==> config.mk <==
export PLATFORM = sky130hd
export DESIGN_NAME = ilx_ctrl
export DESIGN_NICKNAME = d
export VERILOG_FILES = /design/src/hw/ilx_ctrl.v /design/src/hw/ilx_pin.v
export VERILOG_INCLUDE_DIRS = /design/src /design/src/hw
export SDC_FILE = /design/constraint.sdc
export NUM_CORES = 1
export LEC_CHECK = 0
export ABC_AREA = 0
export BUFFER_PORTS_ARGS = -buffer_cell sky130_fd_sc_hd__clkbuf_2
export CAP_MARGIN = 20
export CELL_PAD_IN_SITES_DETAIL_PLACEMENT = 0
export CELL_PAD_IN_SITES_GLOBAL_PLACEMENT = 1
export CORE_MARGIN = 1.5
export CORE_UTILIZATION = 46
export CTS_BUF_LIST = sky130_fd_sc_hd__clkbuf_8
export CTS_CLUSTER_DIAMETER = 200
export DETAILED_ROUTE_END_ITERATION = 6
export PLACE_DENSITY = 0.91
export SKIP_CTS_REPAIR_TIMING = 1
export SLEW_MARGIN = 5
export SYNTH_ARGS = -nofsm -noshare
export SYNTH_HDL_FRONTEND = slang
export SYNTH_SLANG_ARGS = --single-unit
==> constraint.sdc <==
create_clock -name clk -period 8.65 [get_ports clk]
set_input_delay 1.2975 -clock clk [delete_from_list [all_inputs] [get_ports clk]]
set_output_delay 1.2975 -clock clk [all_outputs]
set_load 0.005 [all_outputs]
==> src/hw/ilx_consts.vh <==
`ifndef ILX_CONSTS_VH
`define ILX_CONSTS_VH

// ---------------------------------------------------------------------
// Register byte offsets
// ---------------------------------------------------------------------
`define ILX_OFS_LEVEL 6'h00
`define ILX_OFS_STATUS 6'h04
`define ILX_OFS_CLEAR 6'h08
`define ILX_OFS_ENABLE 6'h0c
`define ILX_OFS_SRC_LVL 6'h10
`define ILX_OFS_EDGE_SEL 6'h14
`define ILX_OFS_FILTER 6'h18

// ---------------------------------------------------------------------
// Field layouts and reset values
// ---------------------------------------------------------------------
`define ILX_ADDR_MSB 5
`define ILX_FILT_EN_LSB 0
`define ILX_SAMP_EN_LSB 8
`define ILX_RST_LEVEL 3'h0
`define ILX_RST_SRC_LVL 16'h0000
`define ILX_RST_EDGE_SEL 16'h0000
`define ILX_RST_FILTER 16'h0000
`define ILX_RST_ENABLE 8'h00

// ---------------------------------------------------------------------
// Edge select codes
// ---------------------------------------------------------------------
`define ILX_EDGE_OFF 2'h0
`define ILX_EDGE_RISE 2'h1
`define ILX_EDGE_FALL 2'h2
`define ILX_EDGE_BOTH 2'h3

// ---------------------------------------------------------------------
// AXI responses and timing
// ---------------------------------------------------------------------
`define ILX_RESP_OKAY 2'h0
`define ILX_RESP_SLVERR 2'h2
`define ILX_NF_TAPS 3

`endif

==> src/hw/ilx_ctrl.v <==
// Overview of operation
// - Each write with any byte strobe set to the current level register clears only its highest set bit.
// - A pending enabled flag whose level is above the current level raises a request.
// - Among several such flags only the highest level, lowest index one is presented.
// - The non-maskable request is presented regardless of the processor enable state.
// - Requests are held off from acceptance until the first handler instruction is done.
// - Requests are held off after a segment prefix until the next instruction is done.
// - Each of eight pins raises its own pending flag on its selected edge.
// - Each pin detects rising, falling or both edges, with or without sampling.
// - Each pin may be noise filtered and/or sampled on a tick of half the slow clock.
// - The timer trigger copy of each pin is always filtered and never sampled.
//
// Added by the designer: the address map and the AXI4-Lite register port.
`include "ilx_consts.vh"

module ilx_ctrl #(
  parameter NPIN = 8,
  parameter NLVL = 3
) (
  clk,
  rst_n,
  s_axi_awaddr,
  s_axi_awvalid,
  s_axi_awready,
  s_axi_wdata,
  s_axi_wstrb,
  s_axi_wvalid,
  s_axi_wready,
  s_axi_bresp,
  s_axi_bvalid,
  s_axi_bready,
  s_axi_araddr,
  s_axi_arvalid,
  s_axi_arready,
  s_axi_rdata,
  s_axi_rresp,
  s_axi_rvalid,
  s_axi_rready,
  ext_irq_pin,
  slow_clock,
  nmi_in,
  irq_ack,
  handler_first_done,
  dsr_prefix,
  dsr_next_done,
  nmi_ack,
  irq_req,
  irq_vec,
  irq_lvl,
  nmi_req,
  irq_o,
  ftm_trig
);
  input wire clk;
  input wire rst_n;
  input wire [31:0] s_axi_awaddr;
  input wire s_axi_awvalid;
  output wire s_axi_awready;
  input wire [31:0] s_axi_wdata;
  input wire [3:0] s_axi_wstrb;
  input wire s_axi_wvalid;
  output wire s_axi_wready;
  output reg [1:0] s_axi_bresp;
  output reg s_axi_bvalid;
  input wire s_axi_bready;
  input wire [31:0] s_axi_araddr;
  input wire s_axi_arvalid;
  output wire s_axi_arready;
  output reg [31:0] s_axi_rdata;
  output reg [1:0] s_axi_rresp;
  output reg s_axi_rvalid;
  input wire s_axi_rready;
  input wire [NPIN-1:0] ext_irq_pin;
  input wire slow_clock;
  input wire nmi_in;
  input wire irq_ack;
  input wire handler_first_done;
  input wire dsr_prefix;
  input wire dsr_next_done;
  input wire nmi_ack;
  output reg irq_req;
  output reg [2:0] irq_vec;
  output reg [1:0] irq_lvl;
  output reg nmi_req;
  output wire irq_o;
  output wire [NPIN-1:0] ftm_trig;

  // -------------------------------------------------------------------
  // Reset release
  // -------------------------------------------------------------------
  reg rst_s1_q;
  reg rst_q;

  always @(posedge clk or negedge rst_n) begin
    if (!rst_n) begin
      rst_s1_q <= 1'b0;
      rst_q <= 1'b0;
    end else begin
      rst_s1_q <= 1'b1;
      rst_q <= rst_s1_q;
    end
  end

  // -------------------------------------------------------------------
  // Functions
  // -------------------------------------------------------------------
  function [1:0] top_level;
    input [NLVL-1:0] current_level_reg;
    integer i;
    begin
      top_level = 2'h0;
      for (i = 0; i < NLVL; i = i + 1) begin
        if (current_level_reg[i]) begin
          top_level = i[1:0] + 2'h1;
        end
      end
    end
  endfunction

  function [15:0] merge16;
    input [15:0] old;
    input [15:0] wd;
    input [1:0] strb;
    begin
      merge16 = {strb[1] ? wd[15:8] : old[15:8], strb[0] ? wd[7:0] : old[7:0]};
    end
  endfunction

  // -------------------------------------------------------------------
  // State
  // -------------------------------------------------------------------
  reg [NLVL-1:0] level_q;
  reg [NPIN-1:0] pend_q;
  reg [NPIN-1:0] enable_q;
  reg [15:0] src_lvl_q;
  reg [15:0] edge_sel_q;
  reg [15:0] filter_q;
  reg aw_have_q;
  reg w_have_q;
  reg [`ILX_ADDR_MSB:0] aw_addr_q;
  reg [31:0] wdata_q;
  reg [3:0] wstrb_q;
  reg hold_entry_q;
  reg hold_dsr_q;
  reg nmi_prev_q;
  reg sc_s1_q;
  reg sc_s2_q;
  reg sc_prev_q;
  reg div_q;
  reg tick_q;
  wire [NPIN-1:0] edge_p;
  wire do_wr;
  wire [NPIN-1:0] clr_mask;
  wire [NPIN-1:0] ack_mask;
  wire cil_wr;
  reg [1:0] cur_lvl;
  reg [1:0] best_lvl;
  reg [2:0] best_idx;
  reg any_hit;
  integer k;

  // -------------------------------------------------------------------
  // Sample tick at half the slow clock
  // -------------------------------------------------------------------
  always @(posedge clk or negedge rst_q) begin
    if (!rst_q) begin
      sc_s1_q <= 1'b0;
      sc_s2_q <= 1'b0;
      sc_prev_q <= 1'b0;
      div_q <= 1'b0;
      tick_q <= 1'b0;
    end else begin
      sc_s1_q <= slow_clock;
      sc_s2_q <= sc_s1_q;
      sc_prev_q <= sc_s2_q;
      tick_q <= 1'b0;
      if (sc_s2_q & ~sc_prev_q) begin
        div_q <= ~div_q;
        tick_q <= div_q;
      end
    end
  end

  // -------------------------------------------------------------------
  // External pins
  // -------------------------------------------------------------------
  genvar g;
  generate
    for (g = 0; g < NPIN; g = g + 1) begin : g_pin
      ilx_pin u_pin (
        .clk(clk),
        .rst_n(rst_q),
        .pin(ext_irq_pin[g]),
        .tick(tick_q),
        .edge_sel(edge_sel_q[2*g+1:2*g]),
        .filt_en(filter_q[`ILX_FILT_EN_LSB+g]),
        .samp_en(filter_q[`ILX_SAMP_EN_LSB+g]),
        .edge_p(edge_p[g]),
        .ftm_trig(ftm_trig[g])
      );
    end
  endgenerate

  // -------------------------------------------------------------------
  // Register bus
  // -------------------------------------------------------------------
  assign s_axi_awready = ~aw_have_q & ~s_axi_bvalid;
  assign s_axi_wready = ~w_have_q & ~s_axi_bvalid;
  assign s_axi_arready = ~s_axi_rvalid;
  assign do_wr = aw_have_q & w_have_q & ~s_axi_bvalid;
  assign cil_wr = do_wr & (aw_addr_q == `ILX_OFS_LEVEL) & (|wstrb_q);
  assign clr_mask = (do_wr & (aw_addr_q == `ILX_OFS_CLEAR) & wstrb_q[0]) ?
                    wdata_q[NPIN-1:0] : {NPIN{1'b0}};
  assign ack_mask = irq_ack ? ({{(NPIN-1){1'b0}}, 1'b1} << irq_vec) : {NPIN{1'b0}};
  assign irq_o = |(pend_q & enable_q);

  always @(posedge clk or negedge rst_q) begin
    if (!rst_q) begin
      aw_have_q <= 1'b0;
      w_have_q <= 1'b0;
      aw_addr_q <= {(`ILX_ADDR_MSB+1){1'b0}};
      wdata_q <= 32'h0000_0000;
      wstrb_q <= 4'h0;
      s_axi_bvalid <= 1'b0;
      s_axi_bresp <= `ILX_RESP_OKAY;
      s_axi_rvalid <= 1'b0;
      s_axi_rresp <= `ILX_RESP_OKAY;
      s_axi_rdata <= 32'h0000_0000;
      enable_q <= `ILX_RST_ENABLE;
      src_lvl_q <= `ILX_RST_SRC_LVL;
      edge_sel_q <= `ILX_RST_EDGE_SEL;
      filter_q <= `ILX_RST_FILTER;
    end else begin
      if (s_axi_awvalid & s_axi_awready) begin
        aw_have_q <= 1'b1;
        aw_addr_q <= {s_axi_awaddr[`ILX_ADDR_MSB:2], 2'b00};
      end
      if (s_axi_wvalid & s_axi_wready) begin
        w_have_q <= 1'b1;
        wdata_q <= s_axi_wdata;
        wstrb_q <= s_axi_wstrb;
      end
      if (do_wr) begin
        aw_have_q <= 1'b0;
        w_have_q <= 1'b0;
        s_axi_bvalid <= 1'b1;
        s_axi_bresp <= `ILX_RESP_OKAY;
        case (aw_addr_q)
          `ILX_OFS_LEVEL: ;
          `ILX_OFS_CLEAR: ;
          `ILX_OFS_STATUS: ;
          `ILX_OFS_ENABLE: begin
            if (wstrb_q[0]) begin
              enable_q <= wdata_q[NPIN-1:0];
            end
          end
          `ILX_OFS_SRC_LVL: src_lvl_q <= merge16(src_lvl_q, wdata_q[15:0], wstrb_q[1:0]);
          `ILX_OFS_EDGE_SEL: edge_sel_q <= merge16(edge_sel_q, wdata_q[15:0], wstrb_q[1:0]);
          `ILX_OFS_FILTER: filter_q <= merge16(filter_q, wdata_q[15:0], wstrb_q[1:0]);
          default: s_axi_bresp <= `ILX_RESP_SLVERR;
        endcase
      end else if (s_axi_bvalid & s_axi_bready) begin
        s_axi_bvalid <= 1'b0;
      end
      if (s_axi_arvalid & s_axi_arready) begin
        s_axi_rvalid <= 1'b1;
        s_axi_rresp <= `ILX_RESP_OKAY;
        s_axi_rdata <= 32'h0000_0000;
        case ({s_axi_araddr[`ILX_ADDR_MSB:2], 2'b00})
          `ILX_OFS_LEVEL: s_axi_rdata[NLVL-1:0] <= level_q;
          `ILX_OFS_STATUS: s_axi_rdata[NPIN-1:0] <= pend_q;
          `ILX_OFS_CLEAR: ;
          `ILX_OFS_ENABLE: s_axi_rdata[NPIN-1:0] <= enable_q;
          `ILX_OFS_SRC_LVL: s_axi_rdata[15:0] <= src_lvl_q;
          `ILX_OFS_EDGE_SEL: s_axi_rdata[15:0] <= edge_sel_q;
          `ILX_OFS_FILTER: s_axi_rdata[15:0] <= filter_q;
          default: s_axi_rresp <= `ILX_RESP_SLVERR;
        endcase
      end else if (s_axi_rvalid & s_axi_rready) begin
        s_axi_rvalid <= 1'b0;
      end
    end
  end

  // -------------------------------------------------------------------
  // Arbitration
  // -------------------------------------------------------------------
  always @* begin
    cur_lvl = top_level(level_q);
    best_lvl = 2'h0;
    best_idx = 3'h0;
    any_hit = 1'b0;
    for (k = 0; k < NPIN; k = k + 1) begin
      // Strictly greater keeps the lowest index on a tie.
      if (pend_q[k] & enable_q[k] & (src_lvl_q[2*k+:2] > cur_lvl) &
          (src_lvl_q[2*k+:2] > best_lvl)) begin
        best_lvl = src_lvl_q[2*k+:2];
        best_idx = k[2:0];
        any_hit = 1'b1;
      end
    end
  end

  // -------------------------------------------------------------------
  // Level, pending flags and processor request
  // -------------------------------------------------------------------
  always @(posedge clk or negedge rst_q) begin
    if (!rst_q) begin
      level_q <= `ILX_RST_LEVEL;
      pend_q <= {NPIN{1'b0}};
      hold_entry_q <= 1'b0;
      hold_dsr_q <= 1'b0;
      nmi_prev_q <= 1'b0;
      nmi_req <= 1'b0;
      irq_req <= 1'b0;
      irq_vec <= 3'h0;
      irq_lvl <= 2'h0;
    end else begin
      // A clear write removes the top bit; an accept in the same cycle still lands.
      if (cil_wr & (cur_lvl != 2'h0)) begin
        if (irq_ack & (irq_lvl != 2'h0)) begin
          level_q <= (level_q & ~({{(NLVL-1){1'b0}}, 1'b1} << (cur_lvl - 2'h1))) |
                     ({{(NLVL-1){1'b0}}, 1'b1} << (irq_lvl - 2'h1));
        end else begin
          level_q <= level_q & ~({{(NLVL-1){1'b0}}, 1'b1} << (cur_lvl - 2'h1));
        end
      end else if (irq_ack & (irq_lvl != 2'h0)) begin
        level_q <= level_q | ({{(NLVL-1){1'b0}}, 1'b1} << (irq_lvl - 2'h1));
      end
      pend_q <= (pend_q & ~(clr_mask | ack_mask)) | edge_p;
      if (irq_ack) begin
        hold_entry_q <= 1'b1;
      end else if (handler_first_done) begin
        hold_entry_q <= 1'b0;
      end
      if (dsr_prefix) begin
        hold_dsr_q <= 1'b1;
      end else if (dsr_next_done) begin
        hold_dsr_q <= 1'b0;
      end
      nmi_prev_q <= nmi_in;
      if (nmi_in & ~nmi_prev_q) begin
        nmi_req <= 1'b1;
      end else if (nmi_ack) begin
        nmi_req <= 1'b0;
      end
      irq_req <= any_hit & ~hold_entry_q & ~hold_dsr_q & ~irq_ack & ~dsr_prefix;
      irq_vec <= best_idx;
      irq_lvl <= best_lvl;
    end
  end
endmodule // ilx_ctrl

==> src/hw/ilx_pin.v <==
`include "ilx_consts.vh"

module ilx_pin (
  clk,
  rst_n,
  pin,
  tick,
  edge_sel,
  filt_en,
  samp_en,
  edge_p,
  ftm_trig
);
  input wire clk;
  input wire rst_n;
  input wire pin;
  input wire tick;
  input wire [1:0] edge_sel;
  input wire filt_en;
  input wire samp_en;
  output reg edge_p;
  output reg ftm_trig;

  reg s1_q;
  reg s2_q;
  reg [`ILX_NF_TAPS-1:0] hist_q;
  reg filt_q;
  reg ph_q;
  reg samp_q;
  reg prev_q;
  wire pre;
  wire lvl;
  wire rise;
  wire fall;
  reg hit;

  assign pre = filt_en ? filt_q : s2_q;
  assign lvl = samp_en ? samp_q : pre;
  assign rise = lvl & ~prev_q;
  assign fall = ~lvl & prev_q;

  always @* begin
    case (edge_sel)
      `ILX_EDGE_RISE: hit = rise;
      `ILX_EDGE_FALL: hit = fall;
      `ILX_EDGE_BOTH: hit = rise | fall;
      default: hit = 1'b0;
    endcase
  end

  always @(posedge clk or negedge rst_n) begin
    if (!rst_n) begin
      s1_q <= 1'b0;
      s2_q <= 1'b0;
      hist_q <= {`ILX_NF_TAPS{1'b0}};
      filt_q <= 1'b0;
      ph_q <= 1'b0;
      samp_q <= 1'b0;
      prev_q <= 1'b0;
      edge_p <= 1'b0;
      ftm_trig <= 1'b0;
    end else begin
      s1_q <= pin;
      s2_q <= s1_q;
      hist_q <= {hist_q[`ILX_NF_TAPS-2:0], s2_q};
      // The filter only moves once every tap agrees.
      if (&hist_q) begin
        filt_q <= 1'b1;
      end else if (~|hist_q) begin
        filt_q <= 1'b0;
      end
      // Two-phase sampling: two successive ticks must agree.
      if (tick) begin
        ph_q <= pre;
        if (ph_q == pre) begin
          samp_q <= pre;
        end
      end
      prev_q <= lvl;
      edge_p <= hit;
      ftm_trig <= filt_q;
    end
  end
endmodule // ilx_pin

==> flow_summary.ini, run 1 <==
[synth]
synthTopCellsByCount = dfrtp_1, mux2_2, nand2_1, inv_1, o21ai_0
ys_seq_area_share_pct = 54.9
synthArstFlopShare_pct = 100
yosysWarnings = 0
synth_ff_type = dfrtp_1
synth_edf_count = 0
yosys.cell_count.top_type = dfrtp_1
synth-seq-cells = 218
syn_area_per_cell_um2 = 11.9
syn_area_um2 = 9930
yosys.area.top_type = dfrtp_1
yosysTopAreaCellShare_pct = 54.9
synthCells = 838
synth_area_leaders = dfrtp_1, mux2_2, ha_1
yosysUniqueCellTypes = 72

[sta]
finalHoldViolCount = 0
finalWorstSetupSlack_ns = 0.0538
fin_worst_skew_ns = 0.0239
final_max_slew_viol_count = 0
rsz0062_at_grt = yes
period_needed_ns = 8.60
fmax_mhz = 116
tightestPinTransition_ns = 1.09
fin_hold_ws_ns = 0.336
totalNegativeSetupSlack_ns = 0
slew_headroom_pct = 26.7
fin_crit_sh_pct = 99.4
finalSetupViolations = 0

[setup_path]
worstPathRequired_ns = 9.05
start_kind = register
crit_top_cell = ha_1
reg2reg_slack_ns = 0.05
worstSetupPathType = register to register
slowest_stage = or4_4
r2r-start = level_q[1]$_DFFE_PN0P_
r2r-end = irq_req$_DFF_PN0_
end_kind = register
reg2regPathDepth = 45
worstPathMaxFanout = 5
critPathMaxStageDelay_ns = 0.49
arrival_ns = 9.00

[final_layout]
area_growth_pct = 17.8
final_nets = 1144
diodes = 0
layout-drive-gt1-share_pct = 33.6

[pwr]
pwr-share-clk_pct = 23.9
power_frac_comb_pct = 30.0
seqPwrFrac_pct = 46.2
power.internal_mw = 2.33
peakVddDrop_mv = 0.212
power.density_nw_per_um2 = 303
p_leak_nw = 5.58
switching_share_pct = 34.3
p_total_mw = 3.55
power_switching_mw = 1.22

[floorplan]
die_h_um = 150
core-area_um2 = 21100
ios = 179
rows = 53
die_w_um = 150
initial_utilization_pct = 47.1
die_area_um2 = 22500

[drt]
wl_per_cell_um = 17.2
drc = 0
drt_iter0_drc = 455
first_pass_iters = 5
postRouteAntennaNets = 0
routed_wl_mm = 21.9
num_vias = 6808
drt-vias-per-instance = 5.34

[flow_run]
cap_violations = 0

[min_path]
hold_end = g_pin[0].u_pin.s2_q$_DFF_PN0_
hold_path_class = register to register
holdPathStages = 0
hp-start = g_pin[0].u_pin.s1_q$_DFF_PN0_

[placed_design]
portBuffers = 88
gp_congestion = 0.827
place_ws_ns = -0.344
post-dp-hpwl_mm = 15.7

[global_route]
gr-total-overflow = 0
grt_pass1_vias = 6700
antenna_found_initial = 0
grt_max_degree = 76
grt_use_total_pct = 20.1
grt_pass1_wl_mm = 35.3

[clock_tree]
clk_latency_ns = 0.52
clkSlewWorstSetupHoldPaths_ns = 0.06
cts_tree = yes
cts_inserted_buffers = 36
root_buffer = clkbuf_8
clkSinkCount = 218
cts_max_level = 2
cts_buffer_depth = 3

[outcome]
status = finished clean
flip-flops by register name, indices dropped and copies added, names as in the netlist, 16 cells and up:
| register | count |
|---|---|
| g_pin.u_pin.hist_q | 24 |
| filter_q | 16 |
| edge_sel_q | 16 |
| wdata_q | 16 |
| src_lvl_q | 16 |
| s_axi_rdata | 16 |
metrics by stage:
| step | cell area, um2 | instances | util (%) |
|---|---|---|---|
| floorplan | 10100 | 855 | - |
| global placement | 10900 | 1208 | 51.5 |
| detailed placement | 10900 | 1208 | 51.5 |
| CTS | 11500 | 1265 | 54.6 |
| global route | 11700 | 1274 | 55.5 |
| finish | 11700 | 1274 | 55.5 |
critical path: cells and delay by family, from the launching register on:
family | cells | cell delay [ns]
DFF | 1 | 0.45
muxes | 1 | 0.31
AOI/OAI and AO/OA | 14 | 2.60
buffers and inverters | 3 | 0.27
adders and majority gates | 8 | 1.95
and+or+nand+nor | 19 | 2.91
power by group through the flow:
stage / Clock (mW) / Combinational, mW / Sequential (mW)
floorplan: 0 / 0.757 / 1.53
global placement: 0 / 0.962 / 1.63
detailed placement: 0 / 1.00 / 1.65
CTS: 0.873 / 1.01 / 1.63
global route: 0.928 / 1.19 / 1.68
finish: 0.847 / 1.06 / 1.64
per-layer routing:
layer / track usage, % / vias up / routed length [um]
met5: 0 / - / 0
met4: 5.69 / 0 / 494
met3: 3.96 / 48 / 1220
met2: 32.0 / 214 / 10200
met1: 28.0 / 3332 / 10100
li1: - / 3214 / -
area by class of cell:
cell class                 instances  area [um2]
multi-input combinational        537        4260
timing repair buffer             132         771
tap                              275         344
fill                            1836        9390
inverter                          55         206
clock buffer                      44         606
clock inverter                    13        60.1
sequential                       218        5460
logic make-up (layout without fill, tap and decap cells):
kind of cell	after synthesis	after routing	synth area share, %
AND/OR/NAND/NOR	187	187	9.40
multiplexers	119	119	13.2
AO/OA/AOI/OAI	169	169	12.1
XOR/XNOR	1	1	0.0882
buffers and inverters	100	244	4.84
flip-flops	218	218	54.9
adder cells (fa/ha/maj)	42	42	5.29
other	2	19	0.0756
layout by cell type, fill, tap and decap left out, drive strengths merged, types with 30 or more instances in the layout:
cell and instances:
dfrtp 218, clkbuf 133, mux2 88, nand2 77
inv 65, o21ai 54, buf 43, ha 42
a21oi 36, nor2 35, mux2i 30
how the worst max path moves through the flow:
stage / from / endpoint / depth (start not counted)
detailed placement: level_q[1]$_DFFE_PN0P_ / irq_lvl[0]$_DFF_PN0_ / 43
CTS: level_q[1]$_DFFE_PN0P_ / irq_lvl[0]$_DFF_PN0_ / 43
global placement: level_q[1]$_DFFE_PN0P_ / irq_lvl[0]$_DFF_PN0_ / 43
floorplan: level_q[1]$_DFFE_PN0P_ / irq_req$_DFF_PN0_ / 42
global route: level_q[1]$_DFFE_PN0P_ / irq_lvl[0]$_DFF_PN0_ / 45
finish: level_q[1]$_DFFE_PN0P_ / irq_req$_DFF_PN0_ / 45
No activity file was read; power rests on OpenSTA's default activity.
==> run 2, diff against run 1 <==
--- a/config.mk
+++ b/config.mk
@@ -11,6 +11,7 @@
 export CAP_MARGIN = 20
 export CELL_PAD_IN_SITES_DETAIL_PLACEMENT = 0
 export CELL_PAD_IN_SITES_GLOBAL_PLACEMENT = 1
+export CORE_ASPECT_RATIO = 1.5
 export CORE_MARGIN = 1.5
 export CORE_UTILIZATION = 46
 export CTS_BUF_LIST = sky130_fd_sc_hd__clkbuf_8
@@ -21,4 +22,5 @@
 export SLEW_MARGIN = 5
 export SYNTH_ARGS = -nofsm -noshare
 export SYNTH_HDL_FRONTEND = slang
+export SYNTH_HIERARCHICAL = 1
 export SYNTH_SLANG_ARGS = --single-unit
==> run 2 against run 1 <==
- non-clock buffer count up 1
- clock skew down 0.0024 ns
- core utilization up 1.1 points
- power up 0.55%
- largest power group unchanged
==> flow_summary.ini, run 2 <==
[sta]
fin_worst_skew_ns = 0.0214
fin_crit_sh_pct = 99.5
finalWorstSetupSlack_ns = 0.0433
slew_headroom_pct = 23.4
fin_hold_ws_ns = 0.231
finalHoldViolCount = 0
period_needed_ns = 8.61
tightestPinTransition_ns = 1.15
finalSetupViolations = 0
totalNegativeSetupSlack_ns = 0
final_max_slew_viol_count = 0
rsz0062_at_grt = yes
fmax_mhz = 116

[synth]
synth_area_leaders = dfrtp_1, mux2_2, ha_1
yosys.cell_count.top_type = dfrtp_1
synthCells = 852
yosysWarnings = 6
syn_area_per_cell_um2 = 11.7
yosysUniqueCellTypes = 75
synth_edf_count = 0
synthArstFlopShare_pct = 100
yosys.area.top_type = dfrtp_1
ys_seq_area_share_pct = 54.5
synth_ff_type = dfrtp_1
synth-seq-cells = 218
synthTopCellsByCount = dfrtp_1, mux2_2, o21ai_0, nand2_1, inv_1
syn_area_um2 = 10000
yosysTopAreaCellShare_pct = 54.5

[setup_path]
r2r-end = irq_req$_DFF_PN0_
arrival_ns = 9.01
reg2regPathDepth = 45
path_delay_family = compound AO/OA/AOI/OAI gates
r2r-start = level_q[1]$_DFFE_PN0P_
end_kind = register
worstPathMaxFanout = 4
critPathMaxStageDelay_ns = 0.45
crit_buf_inv = 1
start_kind = register
reg2reg_slack_ns = 0.04
worstSetupPathType = register to register
worstPathRequired_ns = 9.06
slowest_stage = dfrtp_2

[global_route]
gr-total-overflow = 0
grt_use_total_pct = 20.9
grt_max_degree = 190
antenna_found_initial = 0
grt_pass1_vias = 7104
grt_pass1_wl_mm = 36.4

[clock_tree]
clk_latency_ns = 0.52
clkSinkCount = 218
cts_buffer_depth = 3
cts_tree = yes
cts_inserted_buffers = 35
cts_max_level = 2
clkSlewWorstSetupHoldPaths_ns = 0.06
root_buffer = clkbuf_8

[min_path]
hold_path_class = register to async pin

[floorplan]
core-area_um2 = 21200
die_w_um = 123
die_h_um = 184
ios = 179
rows = 65
initial_utilization_pct = 47.1
die_area_um2 = 22700

[drt]
first_pass_iters = 7
drc = 0
drt-vias-per-instance = 5.44
routed_wl_mm = 22.9
postRouteAntennaNets = 0
num_vias = 7037
drt_iter0_drc = 307
wl_per_cell_um = 17.7

[final_layout]
final_nets = 1167
final_common_cell = dfrtp_1
final_core_util_pct = 56.6
largest_reg_flops = 24
diodes = 0
final_cell_mix = dfrtp_1, clkbuf_2, mux2_2
layout-drive-gt1-share_pct = 33.3
stdcell_area_um2 = 12000
stdcell_count = 1293
regMostFlops = g_pin.u_pin/hist_q
area_growth_pct = 20.1

[placed_design]
place_ws_ns = -0.406
placed_area_um2 = 11000
portBuffers = 88
gp_congestion = 0.884
dp.cells = 1223
post-dp-hpwl_mm = 16.3

[outcome]
status = finished clean

[pwr]
p_leak_nw = 5.56
p_total_mw = 3.57
power.density_nw_per_um2 = 297
peakVddDrop_mv = 0.168

[flow_run]
cap_violations = 0
==> run 2: cell count changes in the layout (fill, tap and decap cells not counted), moves of 5 or more <==
cell | before | now
o21ai_0 | 51 | 72
nor2b_1 | 14 | 30
nand2_1 | 75 | 65
mux2_1 | 0 | 8
nor2_1 | 31 | 23
o21a_1 | 8 | 0
or2_2 | 7 | 1
mux2_2 | 87 | 82
==> run 2: final cells by class <==
type / instances / area, um2
Sequential cell: 218 / 5460
Clock inverter: 14 / 93.8
Clock buffer: 45 / 619
Multi-Input combinational cell: 560 / 4490
Inverter: 55 / 206
Tap cell: 268 / 335
Timing Repair Buffer: 133 / 815
Fill cell: 1779 / 9210
==> run 2: worst register-to-register path, delay by kind of cell, from the launching register on <==
kind / cells / cell delay, ns
flip-flops: 1 / 0.45
buffers and inverters: 1 / 0.06
adder cells (fa/ha/maj): 8 / 2.13
AO/OA/AOI/OAI: 16 / 2.88
multiplexers: 2 / 0.60
AND/OR/NAND/NOR: 18 / 2.39
==> run 2: power breakdown <==
part	internal (mW)	switching, mW	total, mW
Combinational	0.554	0.507	1.06
Clock	0.496	0.392	0.888
Sequential	1.29	0.325	1.62
Total	2.34	1.22	3.57
==> run 2: kinds of logic after synthesis <==
group,Yosys count,synth area share [%]
DFF,218,54.5
adders and majority gates,43,5.35
and+or+nand+nor,185,9.67
muxes,121,13.2
AOI/OAI and AO/OA,191,13.0
other,2,0.0751
buffers and inverters,91,4.10
xor gates and xnor gates,1,0.0875
==> run 2: metal layers <==
layer  track usage, %  wire length (um)  vias to the layer above
li1                 -                 -                     3300
met1             23.9              8750                     3522
met2             36.7             12300                      165
met3             3.63               860                       50
met4             11.1               913                        0
met5                0                 0                        -
==> run 2: worst max path at each step <==
stage                            from                end  cells past startpoint
2_1_floorplan  level_q[2]$_DFFE_PN0P_  irq_req$_DFF_PN0_                     45
3_3_place_gp   level_q[1]$_DFFE_PN0P_  irq_req$_DFF_PN0_                     46
3_5_place_dp   level_q[1]$_DFFE_PN0P_  irq_req$_DFF_PN0_                     45
4_1_cts        level_q[1]$_DFFE_PN0P_  irq_req$_DFF_PN0_                     46
5_1_grt        level_q[1]$_DFFE_PN0P_  irq_req$_DFF_PN0_                     45
6_report       level_q[1]$_DFFE_PN0P_  irq_req$_DFF_PN0_                     45
==> run 3, diff against run 2 <==
--- a/config.mk
+++ b/config.mk
@@ -9,11 +9,11 @@
 export ABC_AREA = 0
 export BUFFER_PORTS_ARGS = -buffer_cell sky130_fd_sc_hd__clkbuf_2
 export CAP_MARGIN = 20
-export CELL_PAD_IN_SITES_DETAIL_PLACEMENT = 0
-export CELL_PAD_IN_SITES_GLOBAL_PLACEMENT = 1
+export CELL_PAD_IN_SITES_DETAIL_PLACEMENT = 1
+export CELL_PAD_IN_SITES_GLOBAL_PLACEMENT = 2
 export CORE_ASPECT_RATIO = 1.5
 export CORE_MARGIN = 1.5
-export CORE_UTILIZATION = 46
+export CORE_UTILIZATION = 38
 export CTS_BUF_LIST = sky130_fd_sc_hd__clkbuf_8
 export CTS_CLUSTER_DIAMETER = 200
 export DETAILED_ROUTE_END_ITERATION = 6
==> run 3 against run 2 <==
- the flow now finishes with violations (setup timing)
- die area up 21%
- critical path depth up 1
- core utilization down 9.7 points
- non-clock buffer count up 3
- worst hold slack better by 0.12 ns
- wire length up 17%
- setup slack worse by 0.082 ns
- critical endpoint is now irq_lvl[0]$_DFF_PN0_
==> flow_summary.ini, run 3 (synthesis results as in run 2) <==
[global_route]
gr-total-overflow = 0
grt_use_total_pct = 20.0
grt_max_degree = 81
grt_pass1_wl_mm = 41.5
antenna_found_initial = 0
grt_pass1_vias = 7774

[floorplan]
ios = 179
core-area_um2 = 25900
rows = 72
die_area_um2 = 27300
die_h_um = 202
initial_utilization_pct = 38.7
die_w_um = 135

[pwr]
pwr-share-clk_pct = 26.6
power.density_nw_per_um2 = 308
power.internal_mw = 2.42
power_switching_mw = 1.31
p_leak_nw = 5.59
power_frac_comb_pct = 29.4
peakVddDrop_mv = 0.130
switching_share_pct = 35.1
seqPwrFrac_pct = 44.0

[sta]
finalSetupViolations = 1
fmax_mhz = 115
finalWorstSetupSlack_ns = -0.0392
fin_worst_skew_ns = 0.0221
slew_headroom_pct = 25.2
rsz0062_at_grt = yes
finalHoldViolCount = 0
fin_crit_sh_pct = 100
period_needed_ns = 8.69
final_max_slew_viol_count = 0
fin_hold_ws_ns = 0.347
tightestPinTransition_ns = 1.11

[drt]
wl_met2_mm = 13.9
drt-vias-per-instance = 5.26
drt_iter0_drc = 249
postRouteAntennaNets = 0
first_pass_iters = 4
num_vias = 7166
wl_met3_mm = 1.07
routed_wl_mm = 26.7
wl_met1_mm = 10.1
wl_per_cell_um = 19.6
drc = 0
top_layer = met4

[clock_tree]
clk_latency_ns = 0.54
clkSlewWorstSetupHoldPaths_ns = 0.06
root_buffer = clkbuf_8
cts_inserted_buffers = 36
cts_max_level = 2
clkSinkCount = 218
cts_buffer_depth = 3
cts_tree = yes

[final_layout]
final_core_util_pct = 46.9
stdcell_area_um2 = 12100
final_cell_mix = dfrtp_1, clkbuf_2, mux2_2
final_common_cell = dfrtp_1
area_growth_pct = 21.2
nFillCells = 2775
regMostFlops = g_pin.u_pin/hist_q
layout-drive-gt1-share_pct = 33.7
final_nets = 1171
largest_reg_flops = 24

[setup_path]
worstPathMaxFanout = 4
end_kind = register
start_kind = register
slowest_stage = dfrtp_2
worstSetupPathType = register to register
arrival_ns = 9.11
critPathMaxStageDelay_ns = 0.48
worstPathRequired_ns = 9.07

[outcome]
violations = setup timing
status = complete, but fails checks

[flow_run]
cap_violations = 0

[placed_design]
placed_area_um2 = 11000
post-dp-hpwl_mm = 19.2
place_ws_ns = -0.438
gp_congestion = 0.824
portBuffers = 88

[min_path]
hold_path_class = register to register
-- run 3: cell count changes in the layout (fill, tap and decap cells not counted), sizes merged --
| cell | change |
|---|---|
| clkinvlp | -3 |
| diode | +1 |
| bufinv | +3 |
| inv | -2 |
| clkinv | +4 |
| clkbuf | -1 |
| buf | +2 |
-- run 3: final timing paths --
kind | startpoint | endpoint | slack [ns] | depth (start not counted)
min in group asynchronous | rst_q$_DFF_PN0_ | wstrb_q[3]$_DFFE_PN0P_ | 0.49 | 0
max in group asynchronous | rst_q$_DFF_PN0_ | g_pin[2].u_pin/filt_q$_DFFE_PN0P_ | 6.59 | 1
max reg2reg | level_q[1]$_DFFE_PN0P_ | irq_lvl[0]$_DFF_PN0_ | -0.04 | 46
min reg2reg | g_pin[2].u_pin/s1_q$_DFF_PN0_ | g_pin[2].u_pin/s2_q$_DFF_PN0_ | 0.35 | 0
max | level_q[1]$_DFFE_PN0P_ | irq_lvl[0]$_DFF_PN0_ | -0.04 | 46
min | g_pin[2].u_pin/s1_q$_DFF_PN0_ | g_pin[2].u_pin/s2_q$_DFF_PN0_ | 0.35 | 0
-- run 3: power groups by stage --
stage | Combinational, mW | Clock [mW] | Sequential, mW
global route | 1.22 | 1.07 | 1.68
global placement | 0.926 | 0 | 1.63
finish | 1.10 | 0.991 | 1.64
CTS | 1.00 | 1.03 | 1.64
detailed placement | 0.992 | 0 | 1.65
floorplan | 0.716 | 0 | 1.51
-- run 3: worst max-delay path, delay by kind of cell, from the launching register on --
| family | cells | cell delay [ns] |
|---|---|---|
| AO/OA/AOI/OAI | 16 | 3.00 |
| adder cells (fa/ha/maj) | 8 | 1.86 |
| buffers and inverters | 1 | 0.13 |
| flip-flops | 1 | 0.48 |
| multiplexers | 2 | 0.59 |
| AND/OR/NAND/NOR | 19 | 2.47 |
-- run 3: metrics by stage --
step	setup TNS, ns	cells	power [mW]
2_1_floorplan	0	869	2.23
3_5_place_dp	-2.01	1288	2.64
4_1_cts	-2.30	1347	3.67
5_1_grt	-1.80	1361	3.97
3_3_place_gp	-1.26	1288	2.56
6_report	-0.0392	1362	3.73
-- run 3: layout make-up --
type                            instances  area, um2  area share (%)
Multi-Input combinational cell        560       4470            36.9
Antenna cell                            1       2.50          0.0206
Sequential cell                       218       5460            45.0
Clock inverter                         16        174            1.43
Clock buffer                           43        592            4.88
Tap cell                              333        417            3.44
Inverter                               55        206            1.70
Timing Repair Buffer                  136        805            6.63
-- run 3: routing by layer --
| layer | up-vias | GRT usage [%] |
|---|---|---|
| met5 | - | 0 |
| met1 | 3636 | 22.2 |
| li1 | 3288 | - |
| met4 | 0 | 11.3 |
| met2 | 163 | 35.7 |
| met3 | 79 | 3.20 |
